`src/design/csb_pkg.sv`:
```
// package: register map, field layout and bus-cycle states of the chip-select block
package csb_pkg;
    localparam int          ADDR_W        = 20;
    localparam int          PADDR_W       = 12;
    // printed offsets are register indices; byte address is four times the index
    localparam logic [7:0]  IDX_UPPER     = 8'ha0;
    localparam logic [7:0]  IDX_LOWER     = 8'ha2;
    localparam logic [7:0]  IDX_MID_BASE  = 8'ha6;
    localparam logic [7:0]  IDX_MID_SIZE  = 8'ha8;
    localparam logic [7:0]  IDX_STATUS    = 8'haa;
    localparam logic [15:0] UPPER_RESET   = 16'hf03b;
    localparam logic [15:0] UPPER_WMASK   = 16'h7087;
    localparam logic [15:0] UPPER_FIXED   = 16'h8038;
    localparam logic [15:0] LOWER_WMASK   = 16'h70c7;
    localparam logic [15:0] LOWER_FIXED   = 16'h0f38;
    localparam logic [15:0] MBASE_WMASK   = 16'hfe07;
    localparam logic [15:0] MBASE_FIXED   = 16'h01f8;
    localparam logic [15:0] MSIZE_WMASK   = 16'h7f07;
    localparam logic [15:0] MSIZE_FIXED   = 16'h0000;
    localparam int          WSIZE_LSB     = 12;
    localparam int          DA_BIT        = 7;
    localparam int          RRAM_BIT      = 6;
    localparam int          RIGN_BIT      = 2;
    localparam int          MBASE_LSB     = 9;
    localparam int          MSIZE_LSB     = 8;
    localparam int          BASE_SHIFT    = 13;
    localparam int          QUARTER_SHIFT = 11;
    localparam logic [1:0]  STRAP_SETTLE  = 2'h3;
    localparam logic [1:0]  WAIT_MAX      = 2'h3;
    typedef enum logic [6:0] {
        ST_IDLE = 7'b0000001,
        ST_T1   = 7'b0000010,
        ST_T2   = 7'b0000100,
        ST_T3   = 7'b0001000,
        ST_TW   = 7'b0010000,
        ST_T4   = 7'b0100000,
        ST_HOLD = 7'b1000000
    } csb_state_t;
endpackage : csb_pkg

```
`src/design/csb_chip_select.sv`:
```
// chip-select generator with wait states, address-phase control and bus hold
`timescale 1ns/10ps
module csb_chip_select
    import csb_pkg::*;
#(
    parameter int MID_N = 4
) (
    input  wire logic                i_clk_sys,
    input  wire logic                i_rst_n,
    input  wire logic                psel,
    input  wire logic                penable,
    input  wire logic                pwrite,
    input  wire logic [PADDR_W-1:0]  paddr,
    input  wire logic [31:0]         pwdata,
    output logic      [31:0]         prdata,
    output logic                     pready,
    output logic                     pslverr,
    input  wire logic                i_cyc_req,
    input  wire logic                i_cyc_mem,
    input  wire logic [ADDR_W-1:0]   i_cyc_addr,
    input  wire logic                i_hold_req,
    input  wire logic                i_async_ready_in,
    input  wire logic                i_sync_ready_in,
    input  wire logic                i_addr_enable_strap,
    output logic                     o_cyc_start,
    output logic                     o_cyc_done,
    output logic                     o_upper_mem_select_n,
    output logic                     o_lower_mem_select_n,
    output logic      [MID_N-1:0]    o_midrange_selects_n,
    output logic                     o_addr_phase_drive,
    output logic                     o_bus_float,
    output logic                     o_hold_ack,
    output logic                     o_refreshed_ram_mode
);
    function automatic logic upper_hit(input logic [ADDR_W-1:0] a, input logic [2:0] c);
        upper_hit = a[19] && ((a[18:16] & c) == c);
    endfunction : upper_hit

    function automatic logic lower_hit(input logic [ADDR_W-1:0] a, input logic [2:0] c);
        lower_hit = !a[19] && ((a[18:16] & ~c) == 3'h0);
    endfunction : lower_hit

    function automatic logic [2:0] size_log(input logic [6:0] m);
        size_log = 3'h0;
        for (int k = 0; k < 7; k++) begin
            if (m[k]) begin
                size_log = 3'(k);
            end
        end
    endfunction : size_log

    // pin synchronisers: hold, async ready, sync ready, strap
    logic [3:0] pin_raw;
    logic [3:0] sync1_r;
    logic [3:0] sync2_r;
    logic [3:0] sync3_r;
    logic [3:0] pin_f_r;
    logic [3:0] pin_f_nxt;
    assign pin_raw   = {i_addr_enable_strap, i_sync_ready_in, i_async_ready_in, i_hold_req};
    // a change counts once the second and third stages agree
    assign pin_f_nxt = (sync2_r & sync3_r) | (pin_f_r & (sync2_r ^ sync3_r));

    always_ff @(posedge i_clk_sys or negedge i_rst_n) begin
        if (!i_rst_n) begin
            sync1_r <= 4'h6;
            sync2_r <= 4'h6;
            sync3_r <= 4'h6;
            pin_f_r <= 4'h6;
        end else begin
            sync1_r <= pin_raw;
            sync2_r <= sync1_r;
            sync3_r <= sync2_r;
            pin_f_r <= pin_f_nxt;
        end
    end

    logic hold_f;
    logic ready_f;
    assign hold_f  = pin_f_r[0];
    // both ready pins idle high; either one low stretches the cycle
    assign ready_f = pin_f_r[1] & pin_f_r[2];

    // strap caught once the synchroniser has settled after reset release
    logic [1:0] strap_cnt_r;
    logic       strap_done_r;
    logic       da_valid_r;
    always_ff @(posedge i_clk_sys or negedge i_rst_n) begin
        if (!i_rst_n) begin
            strap_cnt_r  <= 2'h0;
            strap_done_r <= 1'b0;
            da_valid_r   <= 1'b0;
        end else if (!strap_done_r) begin
            strap_cnt_r <= strap_cnt_r + 2'h1;
            if (strap_cnt_r == STRAP_SETTLE) begin
                strap_done_r <= 1'b1;
                da_valid_r   <= pin_f_nxt[3];
            end
        end
    end

    // register bus slave, zero wait, read data prepared in the setup phase
    logic [15:0] upper_r;
    logic [15:0] lower_r;
    logic [15:0] mbase_r;
    logic [15:0] msize_r;
    logic        lower_en_r;
    logic        mbase_seen_r;
    logic        msize_seen_r;
    logic        mid_en;
    logic [7:0]  reg_idx;
    logic        idx_ok;
    logic        setup_ph;
    logic        access_ph;
    logic        wr_upper;
    logic        wr_lower;
    logic        wr_mbase;
    logic        wr_msize;
    logic        acc_lower;
    logic        acc_mbase;
    logic        acc_msize;
    logic        rd_sel_known;
    logic [15:0] rd_word;
    logic [15:0] wdata16;
    logic [15:0] status_word;

    assign reg_idx      = paddr[9:2];
    assign idx_ok       = (paddr[1:0] == 2'h0) && (paddr[PADDR_W-1:10] == 2'h0);
    assign setup_ph     = psel && !penable;
    assign access_ph    = psel && penable && pready;
    assign wdata16      = pwdata[15:0];
    assign acc_lower    = access_ph && idx_ok && (reg_idx == IDX_LOWER);
    assign acc_mbase    = access_ph && idx_ok && (reg_idx == IDX_MID_BASE);
    assign acc_msize    = access_ph && idx_ok && (reg_idx == IDX_MID_SIZE);
    assign wr_upper     = access_ph && pwrite && idx_ok && (reg_idx == IDX_UPPER);
    assign wr_lower     = acc_lower && pwrite;
    assign wr_mbase     = acc_mbase && pwrite;
    assign wr_msize     = acc_msize && pwrite;
    assign mid_en       = mbase_seen_r && msize_seen_r;
    assign rd_sel_known = idx_ok && (reg_idx == IDX_UPPER || reg_idx == IDX_LOWER ||
                          reg_idx == IDX_MID_BASE || reg_idx == IDX_MID_SIZE ||
                          reg_idx == IDX_STATUS);

    csb_state_t state_r;
    csb_state_t state_nxt;
    assign status_word = {11'h0, (state_r != ST_IDLE && state_r != ST_HOLD), mid_en,
                          lower_en_r, da_valid_r, o_hold_ack};

    always_comb begin
        rd_word = 16'h0;
        if (idx_ok) begin
            unique case (reg_idx)
                IDX_UPPER:    rd_word = (upper_r & UPPER_WMASK) | UPPER_FIXED;
                IDX_LOWER:    rd_word = (lower_r & LOWER_WMASK) | LOWER_FIXED;
                IDX_MID_BASE: rd_word = (mbase_r & MBASE_WMASK) | MBASE_FIXED;
                IDX_MID_SIZE: rd_word = (msize_r & MSIZE_WMASK) | MSIZE_FIXED;
                IDX_STATUS:   rd_word = status_word;
                default:      rd_word = 16'h0;
            endcase
        end
    end

    always_ff @(posedge i_clk_sys or negedge i_rst_n) begin
        if (!i_rst_n) begin
            prdata  <= 32'h0;
            pslverr <= 1'b0;
            pready  <= 1'b0;
        end else begin
            pready <= 1'b1;
            if (setup_ph) begin
                prdata  <= {16'h0, rd_word};
                pslverr <= !rd_sel_known || (pwrite && reg_idx == IDX_STATUS);
            end
        end
    end

    always_ff @(posedge i_clk_sys or negedge i_rst_n) begin
        if (!i_rst_n) begin
            upper_r      <= UPPER_RESET;
            lower_r      <= 16'h0;
            mbase_r      <= 16'h0;
            msize_r      <= 16'h0;
            lower_en_r   <= 1'b0;
            mbase_seen_r <= 1'b0;
            msize_seen_r <= 1'b0;
        end else begin
            if (wr_upper) upper_r <= wdata16 & UPPER_WMASK;
            if (wr_lower) lower_r <= wdata16 & LOWER_WMASK;
            if (wr_mbase) mbase_r <= wdata16 & MBASE_WMASK;
            if (wr_msize) msize_r <= wdata16 & MSIZE_WMASK;
            if (acc_lower) lower_en_r <= 1'b1;
            if (acc_mbase) mbase_seen_r <= 1'b1;
            if (acc_msize) msize_seen_r <= 1'b1;
        end
    end

    // window decode on the address of the cycle being started or running
    logic [ADDR_W-1:0] addr_r;
    logic              mem_r;
    logic              take;
    logic [ADDR_W-1:0] dec_addr;
    logic              dec_mem;
    logic              hit_up;
    logic              hit_lo;
    logic              hit_mid;
    logic [ADDR_W-1:0] mid_base;
    logic [ADDR_W-1:0] mid_off;
    logic [2:0]        mid_log;
    logic [ADDR_W-1:0] mid_blk;
    logic [1:0]        mid_idx;

    assign take     = (state_nxt == ST_T1);
    assign dec_addr = take ? i_cyc_addr : addr_r;
    assign dec_mem  = take ? i_cyc_mem : mem_r;
    assign hit_up   = dec_mem && upper_hit(dec_addr, upper_r[WSIZE_LSB+2:WSIZE_LSB]);
    assign hit_lo   = dec_mem && lower_en_r && !hit_up &&
                      lower_hit(dec_addr, lower_r[WSIZE_LSB+2:WSIZE_LSB]);
    // midrange base low bits forced to zero; base kept aligned by software
    assign mid_base = {mbase_r[15:MBASE_LSB], 13'h0};
    assign mid_off  = dec_addr - mid_base;
    assign mid_log  = size_log(msize_r[MSIZE_LSB+6:MSIZE_LSB]);
    assign mid_blk  = mid_off >> (BASE_SHIFT + int'(mid_log));
    assign mid_idx  = 2'(mid_off >> (QUARTER_SHIFT + int'(mid_log)));
    // upper and lower win, so an overlap never drives two selects
    assign hit_mid  = dec_mem && mid_en && !hit_up && !hit_lo && (dec_addr >= mid_base) &&
                      (msize_r[MSIZE_LSB+6:MSIZE_LSB] != 7'h0) &&
                      (mid_blk == 20'h0);

    logic [1:0] cfg_wait;
    logic       cfg_ign;
    logic       cfg_da;
    assign cfg_wait = hit_up ? upper_r[1:0] : hit_lo ? lower_r[1:0] :
                      hit_mid ? mbase_r[1:0] : 2'h0;
    assign cfg_ign  = hit_up ? upper_r[RIGN_BIT] : hit_lo ? lower_r[RIGN_BIT] :
                      hit_mid ? mbase_r[RIGN_BIT] : 1'b0;
    assign cfg_da   = hit_up ? upper_r[DA_BIT] : hit_lo ? lower_r[DA_BIT] : 1'b0;

    // bus-cycle sequencer
    logic [1:0] cur_wait_r;
    logic       cur_ign_r;
    logic [1:0] wcnt_r;
    logic       rdy_ok;
    logic       waits_met;
    logic       in_cyc_nxt;
    assign rdy_ok    = cur_ign_r || ready_f;
    assign waits_met = (wcnt_r >= cur_wait_r);

    always_comb begin
        state_nxt = state_r;
        unique case (state_r)
            ST_IDLE: begin
                if (hold_f) state_nxt = ST_HOLD;
                else if (i_cyc_req) state_nxt = ST_T1;
            end
            ST_T1:   state_nxt = ST_T2;
            ST_T2:   state_nxt = ST_T3;
            ST_T3: begin
                if (cur_wait_r == 2'h0 && rdy_ok) state_nxt = ST_T4;
                else state_nxt = ST_TW;
            end
            ST_TW: begin
                if (waits_met && rdy_ok) state_nxt = ST_T4;
            end
            ST_T4: begin
                if (hold_f) state_nxt = ST_HOLD;
                else if (i_cyc_req) state_nxt = ST_T1;
                else state_nxt = ST_IDLE;
            end
            ST_HOLD: begin
                if (!hold_f) state_nxt = ST_IDLE;
            end
            default: state_nxt = ST_IDLE;
        endcase
    end

    assign in_cyc_nxt = (state_nxt != ST_IDLE) && (state_nxt != ST_HOLD);

    always_ff @(posedge i_clk_sys or negedge i_rst_n) begin
        if (!i_rst_n) begin
            state_r    <= ST_IDLE;
            addr_r     <= 20'h0;
            mem_r      <= 1'b0;
            cur_wait_r <= 2'h0;
            cur_ign_r  <= 1'b0;
            wcnt_r     <= 2'h0;
        end else begin
            state_r <= state_nxt;
            if (take) begin
                addr_r     <= i_cyc_addr;
                mem_r      <= i_cyc_mem;
                cur_wait_r <= cfg_wait;
                cur_ign_r  <= cfg_ign;
            end
            if (state_nxt == ST_TW) begin
                wcnt_r <= (state_r == ST_TW && wcnt_r != WAIT_MAX) ? wcnt_r + 2'h1 : wcnt_r;
            end
            if (state_r == ST_T3) wcnt_r <= 2'h1;
        end
    end

    // outputs other than o_refreshed_ram_mode registered from the next state so they line up with the T-states
    always_ff @(posedge i_clk_sys or negedge i_rst_n) begin
        if (!i_rst_n) begin
            o_upper_mem_select_n <= 1'b1;
            o_lower_mem_select_n <= 1'b1;
            o_midrange_selects_n <= '1;
            o_addr_phase_drive   <= 1'b0;
            o_bus_float          <= 1'b0;
            o_hold_ack           <= 1'b0;
            o_cyc_start          <= 1'b0;
            o_cyc_done           <= 1'b0;
            o_refreshed_ram_mode <= 1'b0;
        end else begin
            o_upper_mem_select_n <= !(in_cyc_nxt && hit_up);
            o_lower_mem_select_n <= !(in_cyc_nxt && hit_lo);
            for (int i = 0; i < MID_N; i++) begin
                o_midrange_selects_n[i] <= !(in_cyc_nxt && hit_mid && mid_idx == 2'(i));
            end
            // address phase skipped only when the strap made the bit valid
            o_addr_phase_drive   <= take && !(da_valid_r && cfg_da);
            o_bus_float          <= (state_nxt == ST_HOLD);
            o_hold_ack           <= (state_nxt == ST_HOLD);
            o_cyc_start          <= take;
            o_cyc_done           <= (state_nxt == ST_T4);
            // refresh must be set up first; this only flags the lower region
            o_refreshed_ram_mode <= lower_r[RRAM_BIT];
        end
    end

    logic was_idle_or_t4;
    assign was_idle_or_t4 = (state_r == ST_IDLE) || (state_r == ST_T4);

    a_hold_ack_edge: assert property (@(posedge i_clk_sys) disable iff (!i_rst_n)
        $rose(o_hold_ack) |-> $past(was_idle_or_t4))
        else $error("hold ack rose outside T4 or idle");
    a_hold_float_sel: assert property (@(posedge i_clk_sys) disable iff (!i_rst_n)
        o_hold_ack |-> (o_bus_float && o_upper_mem_select_n && o_lower_mem_select_n &&
                        (&o_midrange_selects_n) && !o_addr_phase_drive))
        else $error("bus not released during hold");
    a_hold_release: assert property (@(posedge i_clk_sys) disable iff (!i_rst_n)
        (state_r == ST_HOLD && !hold_f) |=> !o_hold_ack)
        else $error("hold ack kept after request low");
    a_upper_four_clk: assert property (@(posedge i_clk_sys) disable iff (!i_rst_n)
        ($fell(o_upper_mem_select_n) && cur_ign_r && cur_wait_r == 2'h0)
        |-> !o_upper_mem_select_n [*4] ##1 (o_upper_mem_select_n || state_r == ST_T1))
        else $error("upper select length wrong");
    a_wait_two: assert property (@(posedge i_clk_sys) disable iff (!i_rst_n)
        (state_r == ST_T3 && cur_ign_r && cur_wait_r == 2'h2)
        |=> (state_r == ST_TW) [*2] ##1 (state_r == ST_T4))
        else $error("two waits not inserted");
    a_ready_stretch: assert property (@(posedge i_clk_sys) disable iff (!i_rst_n)
        (state_r == ST_TW && !cur_ign_r && !ready_f) |=> (state_r == ST_TW))
        else $error("cycle ended without ready");
    a_lower_gate: assert property (@(posedge i_clk_sys) disable iff (!i_rst_n)
        !$past(lower_en_r) |-> o_lower_mem_select_n)
        else $error("lower select before enable");
    a_mid_gate: assert property (@(posedge i_clk_sys) disable iff (!i_rst_n)
        !$past(mid_en) |-> (&o_midrange_selects_n))
        else $error("midrange select before enable");
    a_strap_addr: assert property (@(posedge i_clk_sys) disable iff (!i_rst_n)
        (o_cyc_start && !da_valid_r) |-> o_addr_phase_drive)
        else $error("address phase dropped with strap low");
    a_upper_window: assert property (@(posedge i_clk_sys) disable iff (!i_rst_n)
        (state_r == ST_T1 && mem_r && upper_hit(addr_r, upper_r[14:12])) |->
        !o_upper_mem_select_n)
        else $error("upper select missing in window");

    c_hold: cover property (@(posedge i_clk_sys) disable iff (!i_rst_n) $rose(o_hold_ack));
    c_waits: cover property (@(posedge i_clk_sys) disable iff (!i_rst_n)
        state_r == ST_TW ##1 state_r == ST_TW ##1 state_r == ST_TW);
    c_mid: cover property (@(posedge i_clk_sys) disable iff (!i_rst_n)
        !o_midrange_selects_n[MID_N-1]);
    c_lower: cover property (@(posedge i_clk_sys) disable iff (!i_rst_n)
        !o_lower_mem_select_n);
endmodule : csb_chip_select

```
`config.mk`:
```
export PLATFORM = sky130hd
export DESIGN_NAME = csb_chip_select
export DESIGN_NICKNAME = d
export VERILOG_FILES = /design/src/design/csb_pkg.sv /design/src/design/csb_chip_select.sv
export SDC_FILE = /design/constraint.sdc
export NUM_CORES = 1
export LEC_CHECK = 0
export BUFFER_PORTS_ARGS = -buffer_cell sky130_fd_sc_hd__buf_4
export CORE_ASPECT_RATIO = 1.25
export CORE_MARGIN = 2
export CORE_UTILIZATION = 55
export CTS_CLUSTER_DIAMETER = 30
export DETAILED_ROUTE_END_ITERATION = 8
export PLACE_DENSITY = 0.8
export SLEW_MARGIN = 10
export SYNTH_ARGS = -nofsm -noshare
export SYNTH_HDL_FRONTEND = slang
export SYNTH_SLANG_ARGS = --single-unit
export TNS_END_PERCENT = 50
```
`constraint.sdc`:
```
create_clock -name i_clk_sys -period 7.1 [get_ports i_clk_sys]
set_input_delay 0 -clock i_clk_sys [delete_from_list [all_inputs] [get_ports i_clk_sys]]
set_output_delay 0 -clock i_clk_sys [all_outputs]
set_load 0.005 [all_outputs]
```
==> results.cfg <==
[outcome]
status = completed

[yosys]
synth_cells = 583
synth_largest_area_cell = sky130_fd_sc_hd__dfrtp_1
synthesis.yosys.warnings = 0
synth_cell_types = 63
post_synth.cell_area_avg_um2 = 10.3
post_synth_main_area_contributors = sky130_fd_sc_hd__dfrtp_1, sky130_fd_sc_hd__dfstp_2, sky130_fd_sc_hd__mux2_2
synthArstFlopShare_pct = 100
synth_area_mm2 = 0.00599
ys_ff_latch = 120
seq_area_frac_synth_pct = 50.6
most_frequently_used_flop_master_after_synthesis = sky130_fd_sc_hd__dfrtp_1
synth_largest_type_area_fraction_pct = 41.8
synth_enable_flop_cells = 0

[hold_path]
worstHoldPathType = primary input to flip-flop

[clock_tree]
clock_path_buffers = 2
numClockSinks = 120
clkTransAtPathRegs_ns = 0.06
cts_max_level = 4
cts_tree = built
clkLatencyLatePin_ns = 0.42
tritoncts_buffer_count = 17
ctsRootBufferMaster = sky130_fd_sc_hd__clkbuf_16
postCtsSetupRepairBufs = 0

[global_route]
grt_pass1_wl_mm = 24.6
grt_antenna_before_repair = 0
grt-ovfl-total = 0
groute.usage.overall_pct = 26.6
grt_max_degree = 88
first_global_vias = 5021

[die]
die_height_um = 121
die_w_um = 97.3
fp-row-count = 42
dieArea_mm2 = 0.0117
io-pin-count = 121
floorplan.initialDensity_pct = 56.4
core_area_mm2 = 0.0106

[timing]
slew-limit-headroom_pct = 23.4
final-hold-violation-count = 0
worstMarginPinSlew_ns = 1.14
totalNegativeSetupSlack_ns = 0
period_share_pct = 67.8
setup_viol = 0
hold_slack_ns = 0.0180
achievable_freq_mhz = 208
grt_setup_unrepaired = no
clock-skew-final_ns = 0.00960
finalMaxSlewViolations = 0
finalWorstPathRequiredPeriod_ns = 4.81

[cells_and_area]
layout-area-overhead-vs-synth_pct = 28.1
most-common-layout-cells = sky130_fd_sc_hd__dfrtp_1, sky130_fd_sc_hd__nand2_1, sky130_fd_sc_hd__buf_4
ant_diodes = 0
layout.cells.most_common = sky130_fd_sc_hd__dfrtp_1
finish.utilization_pct = 72.2
num-nets-final = 802
drive_gt1_share_pct = 26.5

[detailed_routing]
dr.first_iter.drc_count = 320
via_count = 4914
drc = 0
postRouteWirelength_mm = 14.9
antenna_violating_nets_left = 0
avgViaCountPerCell = 5.74
wire_per_inst_um = 17.4
drt_pre_antenna_iters = 5

[place]
detailed_place_hpwl_mm = 9.93
port-buffer-count = 85
place_congestion = 0.834

[worst_setup_path]
cp_data_arrival_time_ns = 5.14
startpoint_kind_of_the_worst_setup_timing_path = flip-flop
worst_setup_path_end_kind = flip-flop
crit_type = flip-flop to flip-flop
timing.critical_path.fanout_max = 28
cp_data_required_time_ns = 7.43

[power_and_ir_drop]
vdd_drop_max_uv = 152
powerDensity_mw_per_mm2 = 319
static-leakage-power_nw = 3.69

[flow_run]
timing.max_cap.violations = 0
==> final cells by class <==
| class | count | area [um2] |
|---|---|---|
| clock inverter | 14 | 139 |
| sequential | 120 | 3030 |
| fill | 748 | 2950 |
| multi-input combinational | 409 | 2690 |
| tap | 132 | 165 |
| timing repair buffer | 130 | 1090 |
| inverter | 33 | 125 |
| clock buffer | 18 | 439 |
==> critical path, cell delays in order (launching register included) <==
cell	delay, ns
sky130_fd_sc_hd__dfrtp_1	0.42
sky130_fd_sc_hd__nor4_4	0.44
sky130_fd_sc_hd__nand4b_4	0.45
sky130_fd_sc_hd__clkinv_2	0.48
sky130_fd_sc_hd__mux2i_1	0.17
sky130_fd_sc_hd__ha_1	0.23
sky130_fd_sc_hd__fa_1	0.40
sky130_fd_sc_hd__nor2b_1	0.21
sky130_fd_sc_hd__o22ai_1	0.13
sky130_fd_sc_hd__xnor2_1	0.19
sky130_fd_sc_hd__a211oi_1	0.30
sky130_fd_sc_hd__a21oi_1	0.12
sky130_fd_sc_hd__a2111oi_2	0.63
sky130_fd_sc_hd__o21ai_2	0.15
sky130_fd_sc_hd__or3_1	0.40
==> registers in the layout, indices dropped and copies added (netlist names), 7 cells and up <==
signal,count
addr_r,20
prdata,16
mbase_r,10
msize_r,10
lower_r,8
state_r,7
upper_r,7
==> worst paths after layout <==
kind	depth (start not counted)	from	to	slack [ns]
min in group asynchronous	2	i_rst_n	sync1_r[3]	0.05
setup reg to reg	14	state_r[2]	o_midrange_selects_n[3]	2.29
setup / recovery	14	state_r[2]	o_midrange_selects_n[3]	2.29
max in group asynchronous	3	i_rst_n	addr_r[8]	5.63
hold / removal	3	paddr[3]	prdata[15]	0.02
hold reg to reg	0	sync1_r[0]	sync2_r[0]	0.35
==> cell families (layout without fill, tap and decap cells) <==
kind of cell,Yosys count,count (layout),share of synthesized area (%)
DFF,120,120,50.6
xor gates and xnor gates,9,9,1.32
buffers and inverters,69,195,5.48
and+or+nand+nor,199,199,16.4
other,2,17,0.125
AOI/OAI and AO/OA,110,110,12.0
adders and majority gates,16,16,3.47
muxes,58,58,10.6
==> through the flow <==
step           instances  instance area, um2  total power, W  worst slack, ns
2_1_floorplan        598                6040         0.00139             3.17
3_3_place_gp         780                6650         0.00156             2.44
3_5_place_dp         780                6650         0.00159             2.38
4_1_cts              856                7670         0.00244             2.34
5_1_grt              856                7670         0.00258             2.02
6_report             856                7670         0.00244             2.29
==> routing by layer <==
metal | vias up | GRT usage, % | share of wire (%) | wire length [um]
li1 | 2285 | - | - | -
met3 | 30 | 5.66 | 4.7 | 707
met4 | 0 | 10.2 | 2.1 | 315
met1 | 2401 | 31.4 | 41 | 6130
met2 | 198 | 47.5 | 52 | 7770
met5 | - | 0 | 0 | 0
==> synthesized netlist by cell type (all sizes together) (3+ instances only) <==
| cell | n |
|---|---|
| o21ai | 30 |
| or3 | 9 |
| a22o | 3 |
| nor2 | 36 |
| nand3 | 9 |
| o22ai | 4 |
| or4 | 3 |
| dfstp | 20 |
| a211oi | 5 |
| ha | 15 |
| clkbuf | 16 |
| o2bb2ai | 3 |
| nor2b | 3 |
| nor4 | 11 |
| inv | 32 |
| mux2 | 44 |
| o211ai | 4 |
| nand4 | 6 |
| a221oi | 4 |
| xnor2 | 6 |
| or2 | 4 |
| nand2b | 9 |
| dfrtp | 100 |
| nor3 | 10 |
| mux2i | 14 |
| xor2 | 3 |
| a21o | 7 |
| a22oi | 3 |
| nand2 | 88 |
| buf | 20 |
| a21oi | 28 |
==> power by group <==
part           internal [W]  switching, W  total, W
registers          0.000786     0.0000728  0.000859
logic              0.000309      0.000443  0.000752
clock network      0.000498      0.000334  0.000832
total               0.00159      0.000850   0.00244
==> what timing repair did <==
action,CTS,global route
hold buffers,44,0
hold endpoints to repair,97,0
gates resized for setup,0,0
No activity file was read; power rests on OpenSTA's default activity.
